===== src/logic/wfcfc_consts.vh =====
// Constants shared by the waveform capture fill control block.
`ifndef WFCFC_CONSTS_VH
`define WFCFC_CONSTS_VH
// =====================================================================
// Buffer geometry
`define WFCFC_ADDR_FIRST   12'h800
`define WFCFC_ADDR_LAST    12'hFFF
`define WFCFC_PAGE_LSB     7
`define WFCFC_PAGE_MSB     10
`define WFCFC_PAGE_WORDS   7'h7F
`define WFCFC_SLOT_LAST    3'h7
`define WFCFC_SLOT_NEUTRAL 3'h6
`define WFCFC_CENTER_WORDS 11'h400
`define WFCFC_CENTER_MAX   12'hBFF
// =====================================================================
// Fill modes
`define WFCFC_MODE_FULL    2'h0
`define WFCFC_MODE_STOP    2'h1
`define WFCFC_MODE_CENTER  2'h2
`define WFCFC_MODE_SAVE    2'h3
// =====================================================================
// Trigger enable map
`define WFCFC_TRG_FORCE    10
`define WFCFC_TRG_WIDTH    11
// =====================================================================
// Status bits and reset values
`define WFCFC_ST_PAGE      0
`define WFCFC_ST_TRIG      1
`define WFCFC_ST_STOP      2
`define WFCFC_ZERO16       16'h0000
`define WFCFC_ZERO12       12'h000
`define WFCFC_ZERO4        4'h0
`endif


===== src/logic/wfcfc_addr_gen.v =====
// Write address generator for the circular capture memory.
`timescale 1ns/1ns
module wfcfc_addr_gen (
	// Clock and reset.
	input  wire        clk_in,
	input  wire        reset_n_in,
	// Control.
	input  wire        restart_in,
	input  wire        advance_in,
	// Current address.
	output reg  [11:0] addr_out
);
`include "wfcfc_consts.vh"
	// =====================================================================
	// Pointer
	// The pointer returns to the first word on restart and wraps after the last.
	always @(posedge clk_in or negedge reset_n_in) begin
		if (!reset_n_in) begin
			addr_out <= `WFCFC_ADDR_FIRST;
		end else if (restart_in) begin
			addr_out <= `WFCFC_ADDR_FIRST;
		end else if (advance_in) begin
			if (addr_out == `WFCFC_ADDR_LAST) begin
				addr_out <= `WFCFC_ADDR_FIRST;
			end else begin
				addr_out <= addr_out + 12'h001;
			end
		end
	end
endmodule // wfcfc_addr_gen


===== src/logic/wfcfc_top.v =====
// Fill and trigger control of the circular waveform capture memory.
`timescale 1ns/1ns
module wfcfc_top #(
	parameter DATA_W = 32
) (
	// Clock and reset.
	input  wire              CLOCK_IN,
	input  wire              RESET_N_IN,
	// Configuration from the host register file.
	input  wire              CAPTURE_SOURCE_SELECT_IN,
	input  wire [1:0]        FILL_MODE_FIELD_IN,
	input  wire              CAPTURE_ENABLE_BIT_IN,
	input  wire [15:0]       TRIGGER_ENABLE_MASK_IN,
	input  wire [15:0]       PAGE_MASK_IN,
	input  wire [2:0]        IRQ_ENABLE_IN,
	input  wire [2:0]        STATUS_CLEAR_IN,
	// Interrupt events from the device, one per trigger source bit 9..0.
	input  wire [9:0]        EVENT_IN,
	// Sample stream: seven channels per set, one word per strobe.
	input  wire              SAMPLE_VALID_IN,
	input  wire [DATA_W-1:0] SAMPLE_DATA_IN,
	// Memory write port.
	output reg               MEM_WE_OUT,
	output reg  [11:0]       MEM_ADDR_OUT,
	output reg  [DATA_W-1:0] MEM_DATA_OUT,
	// Status to the host.
	output reg  [2:0]        EVENT_STATUS_WORD_OUT,
	output reg  [3:0]        LAST_FILLED_PAGE_OUT,
	output reg  [11:0]       TRIGGER_ADDRESS_FIELD_OUT,
	output reg               FILLING_OUT,
	output reg               EVENT_IRQ_LINE_OUT
);
`include "wfcfc_consts.vh"
	// =====================================================================
	// Input synchronisers
	// Events and stream come from other logic on this clock; host register bits
	// are from this clock too, so no synchroniser stage is needed here.
	reg         enable_q;       // Enable as seen one cycle earlier.
	reg         active;         // Filling in progress.
	reg         trig_done;      // First trigger already taken.
	reg         post_run;       // Center mode post-trigger run active.
	reg  [11:0] center_end;     // Last address of the center run.
	wire [7:0]  set_prev;       // Sample set before the one being written.
	wire [11:0] trig_addr;      // Neutral word of the last completed set.
	reg  [2:0]  slot;           // Word within the current sample set.
	wire [11:0] addr;           // Current write address.
	wire        start_pulse;    // Rising edge of the capture enable.
	wire        word_step;      // One word written this cycle.
	wire        spare_step;     // Spare word inserted this cycle.
	wire        advance;        // Pointer moves this cycle.
	wire [10:0] trig_hits;      // Enabled trigger sources.
	wire        trig_any;       // Any enabled trigger present.
	wire        page_end;       // Last word of a page written.
	wire [3:0]  page_idx;       // Page of the current address.
	wire        fixed_mode;     // Fixed rate capture chosen.
	// restart needs a fresh rising edge
	assign start_pulse = CAPTURE_ENABLE_BIT_IN & ~enable_q;
	assign fixed_mode  = CAPTURE_SOURCE_SELECT_IN;
	// seven channel words, then a spare word
	assign spare_step = active & (slot == `WFCFC_SLOT_LAST);
	assign word_step  = active & SAMPLE_VALID_IN & (slot != `WFCFC_SLOT_LAST);
	assign advance    = word_step | spare_step;
	// page index from address bits above the 128-word page
	assign page_idx   = addr[`WFCFC_PAGE_MSB:`WFCFC_PAGE_LSB];
	assign page_end   = advance & (addr[`WFCFC_PAGE_LSB-1:0] == `WFCFC_PAGE_WORDS);
	// The set index wraps inside the ring, so a trigger in the first set points at the last one.
	assign set_prev   = addr[`WFCFC_PAGE_MSB:3] - 8'h01;
	assign trig_addr  = {1'b1, set_prev, `WFCFC_SLOT_NEUTRAL};
	// =====================================================================
	// Trigger sources
	// bits 9..0 events, bit 10 forced
	// force acts at once, others follow device events
	genvar gi;
	generate
		for (gi = 0; gi < `WFCFC_TRG_FORCE; gi = gi + 1) begin : g_trig
			assign trig_hits[gi] = TRIGGER_ENABLE_MASK_IN[gi] & EVENT_IN[gi];
		end
	endgenerate
	assign trig_hits[`WFCFC_TRG_FORCE] = TRIGGER_ENABLE_MASK_IN[`WFCFC_TRG_FORCE];
	// Every mode but stop-when-full reacts, and only once per capture.
	assign trig_any = (|trig_hits) & active & ~trig_done & (FILL_MODE_FIELD_IN != `WFCFC_MODE_FULL);
	// =====================================================================
	// Address generator
	wfcfc_addr_gen u_addr (
		.clk_in     (CLOCK_IN),
		.reset_n_in (RESET_N_IN),
		.restart_in (start_pulse),
		.advance_in (advance),
		.addr_out   (addr)
	);
	// =====================================================================
	// Fill sequencer
	// Tracks the enable edge, the active state and the set slot counter.
	always @(posedge CLOCK_IN or negedge RESET_N_IN) begin
		if (!RESET_N_IN) begin
			enable_q   <= 1'b0;
			active     <= 1'b0;
			trig_done  <= 1'b0;
			post_run   <= 1'b0;
			center_end <= `WFCFC_ZERO12;
			slot       <= 3'h0;
		end else begin
			enable_q <= CAPTURE_ENABLE_BIT_IN;
			if (!CAPTURE_ENABLE_BIT_IN) begin
				active    <= 1'b0;
				post_run  <= 1'b0;
				trig_done <= 1'b0;
			end else if (start_pulse) begin
				// mode zero begins at the first word
				// other modes also begin at the first word
				active     <= fixed_mode;
				trig_done  <= 1'b0;
				post_run   <= 1'b0;
				center_end <= `WFCFC_ZERO12;
				slot       <= 3'h0;
			end else if (active) begin
				if (advance) begin
					slot <= slot + 3'h1;
				end
				// stop after the last word in stop-when-full
				if (advance && FILL_MODE_FIELD_IN == `WFCFC_MODE_FULL && addr == `WFCFC_ADDR_LAST) begin
					active <= 1'b0;
				end
				// ring modes overwrite without waiting for the host
				if (trig_any) begin
					trig_done <= 1'b1;
					if (FILL_MODE_FIELD_IN == `WFCFC_MODE_STOP) begin
						active <= 1'b0;
					end
					if (FILL_MODE_FIELD_IN == `WFCFC_MODE_CENTER) begin
						post_run <= 1'b1;
						// Half a ring away from the stored address is one flip of bit 10.
						center_end <= trig_addr ^ {1'b0, `WFCFC_CENTER_WORDS};
					end
				end
				// stop at the stored address plus or minus 1024
				if (post_run && advance && addr == center_end) begin
					active   <= 1'b0;
					post_run <= 1'b0;
				end
			end
		end
	end
	// =====================================================================
	// Memory write port
	// The spare slot is written as zero so the memory stays deterministic.
	always @(posedge CLOCK_IN or negedge RESET_N_IN) begin
		if (!RESET_N_IN) begin
			MEM_WE_OUT   <= 1'b0;
			MEM_ADDR_OUT <= `WFCFC_ADDR_FIRST;
			MEM_DATA_OUT <= {DATA_W{1'b0}};
		end else begin
			MEM_WE_OUT   <= advance & ~(trig_any & (FILL_MODE_FIELD_IN == `WFCFC_MODE_STOP));
			MEM_ADDR_OUT <= addr;
			MEM_DATA_OUT <= spare_step ? {DATA_W{1'b0}} : SAMPLE_DATA_IN;
		end
	end
	// =====================================================================
	// Page and trigger reports
	// Cleared on disable; hold their last value otherwise.
	always @(posedge CLOCK_IN or negedge RESET_N_IN) begin
		if (!RESET_N_IN) begin
			LAST_FILLED_PAGE_OUT      <= `WFCFC_ZERO4;
			TRIGGER_ADDRESS_FIELD_OUT <= `WFCFC_ZERO12;
			FILLING_OUT               <= 1'b0;
		end else begin
			FILLING_OUT <= active;
			if (!CAPTURE_ENABLE_BIT_IN) begin
				// disable resets page and trigger address only
				LAST_FILLED_PAGE_OUT      <= `WFCFC_ZERO4;
				TRIGGER_ADDRESS_FIELD_OUT <= `WFCFC_ZERO12;
			end else begin
				if (page_end) begin
					LAST_FILLED_PAGE_OUT <= page_idx;
				end
				// neutral word of the last completed set
				// equals the last filled set in stop mode
				if (trig_any) begin
					TRIGGER_ADDRESS_FIELD_OUT <= trig_addr;
				end
			end
		end
	end
	// =====================================================================
	// Sticky status and interrupt
	// Set wins over a clear in the same cycle so no event is lost.
	reg [2:0] next_status;
	always @* begin
		next_status = EVENT_STATUS_WORD_OUT & ~STATUS_CLEAR_IN;
		// page n full when its last word is written
		// masked page sets the page flag
		if (page_end && PAGE_MASK_IN[page_idx]) begin
			next_status[`WFCFC_ST_PAGE] = 1'b1;
		end
		if (trig_any) begin
			next_status[`WFCFC_ST_TRIG] = 1'b1;
		end
		// stopped flag after the center run ends
		if (active && post_run && advance && addr == center_end) begin
			next_status[`WFCFC_ST_STOP] = 1'b1;
		end
		// Stop-on-trigger also ends the capture at the trigger.
		if (trig_any && FILL_MODE_FIELD_IN == `WFCFC_MODE_STOP) begin
			next_status[`WFCFC_ST_STOP] = 1'b1;
		end
	end
	// sticky flags each gated by their own enable
	always @(posedge CLOCK_IN or negedge RESET_N_IN) begin
		if (!RESET_N_IN) begin
			EVENT_STATUS_WORD_OUT <= 3'h0;
			EVENT_IRQ_LINE_OUT    <= 1'b0;
		end else begin
			EVENT_STATUS_WORD_OUT <= next_status;
			EVENT_IRQ_LINE_OUT    <= |(next_status & IRQ_ENABLE_IN);
		end
	end
endmodule // wfcfc_top


===== config.mk =====
export PLATFORM = sky130hd
export DESIGN_NAME = wfcfc_top
export DESIGN_NICKNAME = d
export VERILOG_FILES = /design/src/logic/wfcfc_addr_gen.v /design/src/logic/wfcfc_top.v
export VERILOG_INCLUDE_DIRS = /design/src /design/src/logic
export SDC_FILE = /design/constraint.sdc
export NUM_CORES = 1
export LEC_CHECK = 0
export ABC_AREA = 1
export BUFFER_PORTS_ARGS = -buffer_cell sky130_fd_sc_hd__buf_4
export CORE_UTILIZATION = 46
export CTS_BUF_LIST = sky130_fd_sc_hd__clkbuf_4 sky130_fd_sc_hd__clkbuf_8
export CTS_CLUSTER_SIZE = 25
export DETAILED_ROUTE_END_ITERATION = 10
export MAX_ROUTING_LAYER = met4
export PLACE_DENSITY = 0.84
export SLEW_MARGIN = 40
export SYNTH_ARGS = -nofsm -noshare
export SYNTH_HDL_FRONTEND = slang
export SYNTH_SLANG_ARGS = --single-unit
export TNS_END_PERCENT = 1

===== constraint.sdc =====
create_clock -name CLOCK_IN -period 1.55 [get_ports CLOCK_IN]
set_clock_uncertainty 0.05 [all_clocks]
set_input_delay 0.31 -clock CLOCK_IN [delete_from_list [all_inputs] [get_ports CLOCK_IN]]
set_output_delay 0.31 -clock CLOCK_IN [all_outputs]
set_load 0.005 [all_outputs]

==> flow_summary.yaml, run 1 <==
cells_and_area:
  final_core_utilization_pct: 70.70
  layout_common_cells: "sky130_fd_sc_hd__buf_4, sky130_fd_sc_hd__nand2_1, sky130_fd_sc_hd__dfrtp_1"
  area_growth_syn_to_layout_pct: 47.51
  layout.nets: 800
  post-route-cell-area_um2: 6196
  layout-drive-gt1-share_pct: 39.27
  layout.filler_cells: 686
  layout.cells.non_filler: 821
  antenna_cells: 0
  layout_commonest_cell: "sky130_fd_sc_hd__buf_4"
power:
  totalPowerFinal_mw: 4.998
  peakVddDrop_v: 0.0005069
  pwr_density_cell_nw_per_um2: 806.7
  total_leakage_power_nw: 3.398
setup_path:
  first_element_of_the_critical_path: "u_addr.addr_out[11]"
  timing.reg2reg.setup_slack_ns: -0.11
  critPathRequiredTime_ns: 1.76
  worstSetupEndpointType: "flop"
  r2r.worst_path.cells: 8
  critical_path.n_buffers_inverters: 3
  worstPathArrival_ns: 1.87
  crit_path_class: "flop to flop"
  cp-start-kind: "flop"
  worst_r2r_startpoint: "u_addr.addr_out[11]"
  path_max_fanout: 5
  timing.critical_path.max_delay_family: "simple AND/OR/NAND/NOR gates"
  crit_chain: "inv_1, nor3_2, nand3_1, nand2_1, inv_2, nor2_2, buf_4, nor3_2"
  critPathSlowestCell: "sky130_fd_sc_hd__dfstp_2"
  rr_endpoint: "u_addr.addr_out[3]"
  critical-path-top-cell-by-count: "sky130_fd_sc_hd__nor3_2"
  timing.critical_path.slowest_cell_delay_ns: 0.59
logic_synthesis:
  yosys_top_cell_by_area: "sky130_fd_sc_hd__dfrtp_1"
  synthDistinctLibCells: 33
  synthesis.instances: 506
  synth_top_cells_by_area: "sky130_fd_sc_hd__dfrtp_1, sky130_fd_sc_hd__nand2_1, sky130_fd_sc_hd__inv_1"
  synthDominantCellAreaShare_pct: 53.02
  synth.avg_cell_area_um2: 8.301
  mappedNetlistArea_um2: 4200
  ys.warnings.count: 0
  postSynthRegisterBits: 91
  synth.net_count: 598
  share_of_the_yosys_chip_area_belonging_to_registers_pct: 54.27
clocking:
  clock_path_buffers: 2
  cts_tree: "yes"
  cts.htree.levels: 3
  clkSinkCount: 91
  cts_buffers: 9
  cts.root.buffer_cell: "sky130_fd_sc_hd__clkbuf_8"
  clock_insertion_delay_worst_skew_ns: 0.37
  cts.reportedPaths.clkPinSlew_ns: 0.10
die:
  fp.dieW_um: 97.56
  ios: 153
  coreArea_um2: 8763
  start_util_pct: 47.93
  die_area_um2: 9517
  floorplan.die.height_um: 97.56
  rows: 34
drt:
  first_iter_violations: 133
  via_density_per_instance: 4.899
  route.detailed.wl_per_inst_um: 13.98
  drt-total-wl_um: 11480
  dr_total_vias: 4022
  drc: 0
  detail-route-antenna-nets: 0
  detailedRoute.firstPassIterationCount: 4
sta:
  final_hold_violating_endpoints: 0
  slew_viol_final: 0
  fin_tns_setup_ns: -0.6543
  worst_hold_slack_ns: 0.08288
  final_min_period_over_clock_period_pct: 107.3
  timing.final.ws_setup_ns: -0.1131
  fmaxAchievable_ghz: 0.6013
  rsz0062_at_grt: "yes"
  final-setup-viol-count: 10
  finalCriticalPeriod_ns: 1.663
placement:
  placed_area_um2: 5799
  dpl.cell_count: 798
  dp_worst_setup_slack_ns: -0.1813
  port_buffers: 146
  finalWeightedCongestion: 0.9340
  dp_hpwl_um: 8568
run:
  max_cap_viol_count: 0
outcome:
  failed_checks: "setup timing"
  status: "finished, violations left"
grt:
  grt_max_degree: 33
  grt.total_usage_pct: 25.60
  initial_antenna_violation_count: 0
  grt_first_pass_wirelength_um: 19000
  grt-ovfl-total: 0
  grt_pass1_vias: 4134
worst_hold_path:
  min-delay-start: "IRQ_ENABLE_IN[0]"
  timing.hold.worst_endpoint: "EVENT_IRQ_LINE_OUT"
  worst_hold_path_type: "primary input to flop"
  whs_path_depth: 3
[worst max-delay path by stage]
stage,to,slack (ns),cells after the start
global placement,EVENT_IRQ_LINE_OUT,-0.12,10
finish,u_addr.addr_out[3],-0.11,8
global route,u_addr.addr_out[3],-0.23,8
floorplan,u_addr.addr_out[7],0.001,11
detailed placement,EVENT_IRQ_LINE_OUT,-0.18,10
CTS,EVENT_IRQ_LINE_OUT,-0.11,10
[sequential cells by signal, indices dropped and copies added, names as in the netlist]
| signal | flops |
|---|---|
| MEM_DATA_OUT | 32 |
| MEM_ADDR_OUT | 12 |
| u_addr.addr_out | 12 |
| TRIGGER_ADDRESS_FIELD_OUT | 9 |
| center_end | 9 |
| LAST_FILLED_PAGE_OUT | 4 |
| EVENT_STATUS_WORD_OUT | 3 |
| slot | 3 |
| EVENT_IRQ_LINE_OUT | 1 |
| FILLING_OUT | 1 |
| MEM_WE_OUT | 1 |
| active | 1 |
| enable_q | 1 |
| post_run | 1 |
| trig_done | 1 |
[worst min-delay path, stage by stage]
cell and delay, ns:
sky130_fd_sc_hd__buf_4 0.07, sky130_fd_sc_hd__nand2_1 0.04, sky130_fd_sc_hd__nand2_1 0.05
[timing repair]
| item | in CTS | in global routing |
|---|---|---|
| setup buffers | 4 | 2 |
| endpoints found under the setup margin | 25 | 63 |
| hold buffers | 1 | 0 |
| gates resized for setup | 13 | 30 |
| pin swaps | 9 | 12 |
| hold endpoints to repair | 24 | 0 |
[cells in the mapped netlist, drive strengths merged]
master,instances
a31oi,1
dfstp,2
nor4,1
nand2,126
a21oi,14
o31ai,2
nand4,3
a21boi,1
dfrtp,89
nand3,53
nor3b,1
clkbuf,6
buf,7
o21ai,19
nor3,7
xnor2,1
conb,1
a32o,2
nor2,71
inv,84
xor2,5
ha,5
o22ai,5
[kinds of logic after synthesis]
family                   Yosys count  share of synthesized area [%]
AND/OR/NAND/NOR                  262                          28.00
buffers and inverters             97                          9.056
flip-flops                        91                          54.27
AO/OA/AOI/OAI                     44                          5.839
XOR/XNOR                           6                          1.251
adder cells (fa/ha/maj)            5                          1.489
other                              1                        0.08928
[routing by layer]
metal	share of wire, %	GRT usage, %	wire length (um)	vias to the layer above
li1	-	-	-	1969
met1	40	29.90	4640	1869
met2	51	44.06	5870	161
met3	6.6	5.036	758	23
met4	1.8	8.824	210	0
met5	0	-	0	-
[layout make-up]
cell class | instances | area [um2] | area share, %
sequential | 91 | 2283 | 36.85
multi-input combinational | 318 | 1685 | 27.20
timing repair buffer | 204 | 1572 | 25.36
inverter | 84 | 320.3 | 5.170
tap | 108 | 135.1 | 2.181
clock buffer | 9 | 123.9 | 1.999
clock inverter | 7 | 76.32 | 1.232
[report_power, final]
part	switching [mW]	internal [mW]	leakage (nW)
Combinational	0.357	0.430	2.13
Clock	0.899	0.753	0.0958
Sequential	0.0680	2.49	1.17
Total	1.32	3.67	3.40
(Power assumes the default switching activity.)
==> run 2: changes to the inputs <==
CORE_UTILIZATION = 25   (was 46)
PLACE_DENSITY = 0.54   (was 0.84)
==> run 2 against run 1 <==
Net effect: the run still ends with setup timing left; clock-buffer cell count rose by 5; register-to-register slack improved by 0.02 ns; highest routed layer unchanged; critical path type unchanged; global-route usage fell by 11 points; combinational power increased by 0.6%; die area is 82% higher; critical path depth grew 2.
==> flow_summary.yaml, run 2 (synthesis results as in run 1) <==
die:
  ios: 153
  floorplan.die.height_um: 131.6
  fp.dieW_um: 131.6
  start_util_pct: 25.51
  die_area_um2: 17320
  coreArea_um2: 16470
  rows: 47
clocking:
  cts.root.buffer_cell: "sky130_fd_sc_hd__clkbuf_8"
  cts_buffers: 9
  cts.htree.levels: 3
  clock_insertion_delay_worst_skew_ns: 0.37
  clkSinkCount: 91
  clock_path_buffers: 2
  cts_tree: "yes"
  cts.reportedPaths.clkPinSlew_ns: 0.09
setup_path:
  crit_chain: "ha_2, ha_4, nand2_4, nand2_8, nor2_8, inv_4, nand2_2, nor2_2, a21oi_1, a21oi_1"
  critPathSlowestCell: "sky130_fd_sc_hd__dfrtp_1"
  timing.critical_path.max_delay_family: "simple AND/OR/NAND/NOR gates"
  critical-path-top-cell-by-count: "sky130_fd_sc_hd__a21oi_1"
  worstPathArrival_ns: 1.84
  worstSetupEndpointType: "flop"
  crit_path_class: "flop to flop"
  cp-start-kind: "flop"
  path_max_fanout: 7
  critPathRequiredTime_ns: 1.75
  critical_path.n_buffers_inverters: 1
  timing.critical_path.slowest_cell_delay_ns: 0.39
drt:
  via_density_per_instance: 4.194
  detailedRoute.firstPassIterationCount: 4
  first_iter_violations: 180
  dr_total_vias: 3921
  drt-total-wl_um: 11870
  route.detailed.wl_per_inst_um: 12.70
  drc: 0
  detail-route-antenna-nets: 0
placement:
  placed_area_um2: 5957
  dp_worst_setup_slack_ns: -0.2790
  finalWeightedCongestion: 0.8709
  port_buffers: 146
  dp_hpwl_um: 9177
power:
  cellInternalPower_mw: 3.645
  clockPowerShare_pct: 31.5
  power_switching_mw: 1.246
  pwr_density_cell_nw_per_um2: 774.8
  seq_power_share_pct: 52.3
  total_leakage_power_nw: 3.409
  share_comb_of_total_power_pct: 16.2
  p_sw_share_pct: 25.48
  peakVddDrop_v: 0.0003489
cells_and_area:
  layout-drive-gt1-share_pct: 38.60
  largestRegisters: "MEM_DATA_OUT: 32 flops, MEM_ADDR_OUT: 12 flops, u_addr.addr_out: 12 flops"
  max_reg_flops: 32
  layout_commonest_cell: "sky130_fd_sc_hd__buf_4"
  layout.nets: 802
  final_core_utilization_pct: 38.34
  post-route-cell-area_um2: 6312
  layout_common_cells: "sky130_fd_sc_hd__buf_4, sky130_fd_sc_hd__nand2_1, sky130_fd_sc_hd__dfrtp_1"
  area_growth_syn_to_layout_pct: 50.28
  regMostFlops: "MEM_DATA_OUT"
  antenna_cells: 0
sta:
  fmaxAchievable_ghz: 0.6082
  finalCriticalPeriod_ns: 1.644
  final_hold_violating_endpoints: 0
  final-setup-viol-count: 8
  worst_hold_slack_ns: 0.08639
  slew_viol_final: 0
  final_min_period_over_clock_period_pct: 106.1
  rsz0062_at_grt: "yes"
  timing.final.ws_setup_ns: -0.09418
  fin_tns_setup_ns: -0.3078
grt:
  initial_antenna_violation_count: 0
  grt.total_usage_pct: 14.92
  grt_first_pass_wirelength_um: 19770
  grt-ovfl-total: 0
  grt_max_degree: 59
  grt_pass1_vias: 3971
worst_hold_path:
  worst_hold_path_type: "primary input to flop"
outcome:
  failed_checks: "setup timing"
  status: "finished, violations left"
run:
  max_cap_viol_count: 0
[run 2: cell types whose count changed in the layout (fill, tap and decap cells not counted), sizes merged]
| cell | before | now |
|---|---|---|
| clkbuf | 9 | 14 |
| buf | 203 | 205 |
| clkinvlp | 2 | 0 |
| bufinv | 1 | 0 |
| clkinv | 3 | 2 |
| inv | 85 | 84 |
[run 2: layer usage]
layer / up-vias / wire length (um) / global-route usage, %
met5: - / 0 / -
met4: 0 / 187 / 5.103
met3: 20 / 796 / 4.012
met2: 152 / 5480 / 23.49
met1: 1777 / 5408 / 18.43
li1: 1972 / - / -
[run 2: final cells by class]
type                            instances  area, um2
Clock buffer                           14      173.9
Clock inverter                          2      10.01
Fill cell                            1729      10150
Inverter                               84      317.8
Multi-Input combinational cell        318       1674
Sequential cell                        91       2283
Tap cell                              220      275.3
Timing Repair Buffer                  206       1578
[run 2: final timing paths]
path / startpoint / cells past startpoint / to / slack [ns]
hold / removal: IRQ_ENABLE_IN[0] / 3 / EVENT_IRQ_LINE_OUT / 0.09
hold reg to reg: active / 0 / FILLING_OUT / 0.41
min in group asynchronous: RESET_N_IN / 2 / MEM_DATA_OUT[20] / 0.25
max in group asynchronous: RESET_N_IN / 3 / u_addr.addr_out[11] / 0.60
setup / recovery: slot[0] / 10 / u_addr.addr_out[4] / -0.09
setup reg to reg: slot[0] / 10 / u_addr.addr_out[4] / -0.09
[run 2: worst register-to-register path, stage by stage (launching register included)]
cell and delay, ns:
sky130_fd_sc_hd__dfrtp_1 0.39, sky130_fd_sc_hd__ha_2 0.20, sky130_fd_sc_hd__ha_4 0.16, sky130_fd_sc_hd__nand2_4 0.08, sky130_fd_sc_hd__nand2_8 0.08, sky130_fd_sc_hd__nor2_8 0.17, sky130_fd_sc_hd__inv_4 0.08, sky130_fd_sc_hd__nand2_2 0.08
sky130_fd_sc_hd__nor2_2 0.04, sky130_fd_sc_hd__a21oi_1 0.15, sky130_fd_sc_hd__a21oi_1 0.05
[run 2: power groups by stage]
stage                     sequential [mW]  combinational, mW  clock [mW]
after floorplan                      2.61              0.242           0
after global placement               2.60              0.744           0
final                                2.56              0.792        1.54
after detailed placement             2.60              0.763           0
after global routing                 2.57              0.881        1.71
after CTS                            2.56              0.795        1.61
[run 2: per-stage QoR]
step / std cells / power (mW)
floorplan: 506 / 2.852
global placement: 914 / 3.343
detailed placement: 914 / 3.366
CTS: 935 / 4.966
global route: 935 / 5.160
finish: 935 / 4.891
[run 2: timing repair]
item | CTS | global route
endpoints found under the hold margin | 81 | 0
resized for setup | 19 | 21
endpoints found under the setup margin | 26 | 38
setup buffers | 4 | 0
pin swaps | 9 | 6
hold buffers | 1 | 0
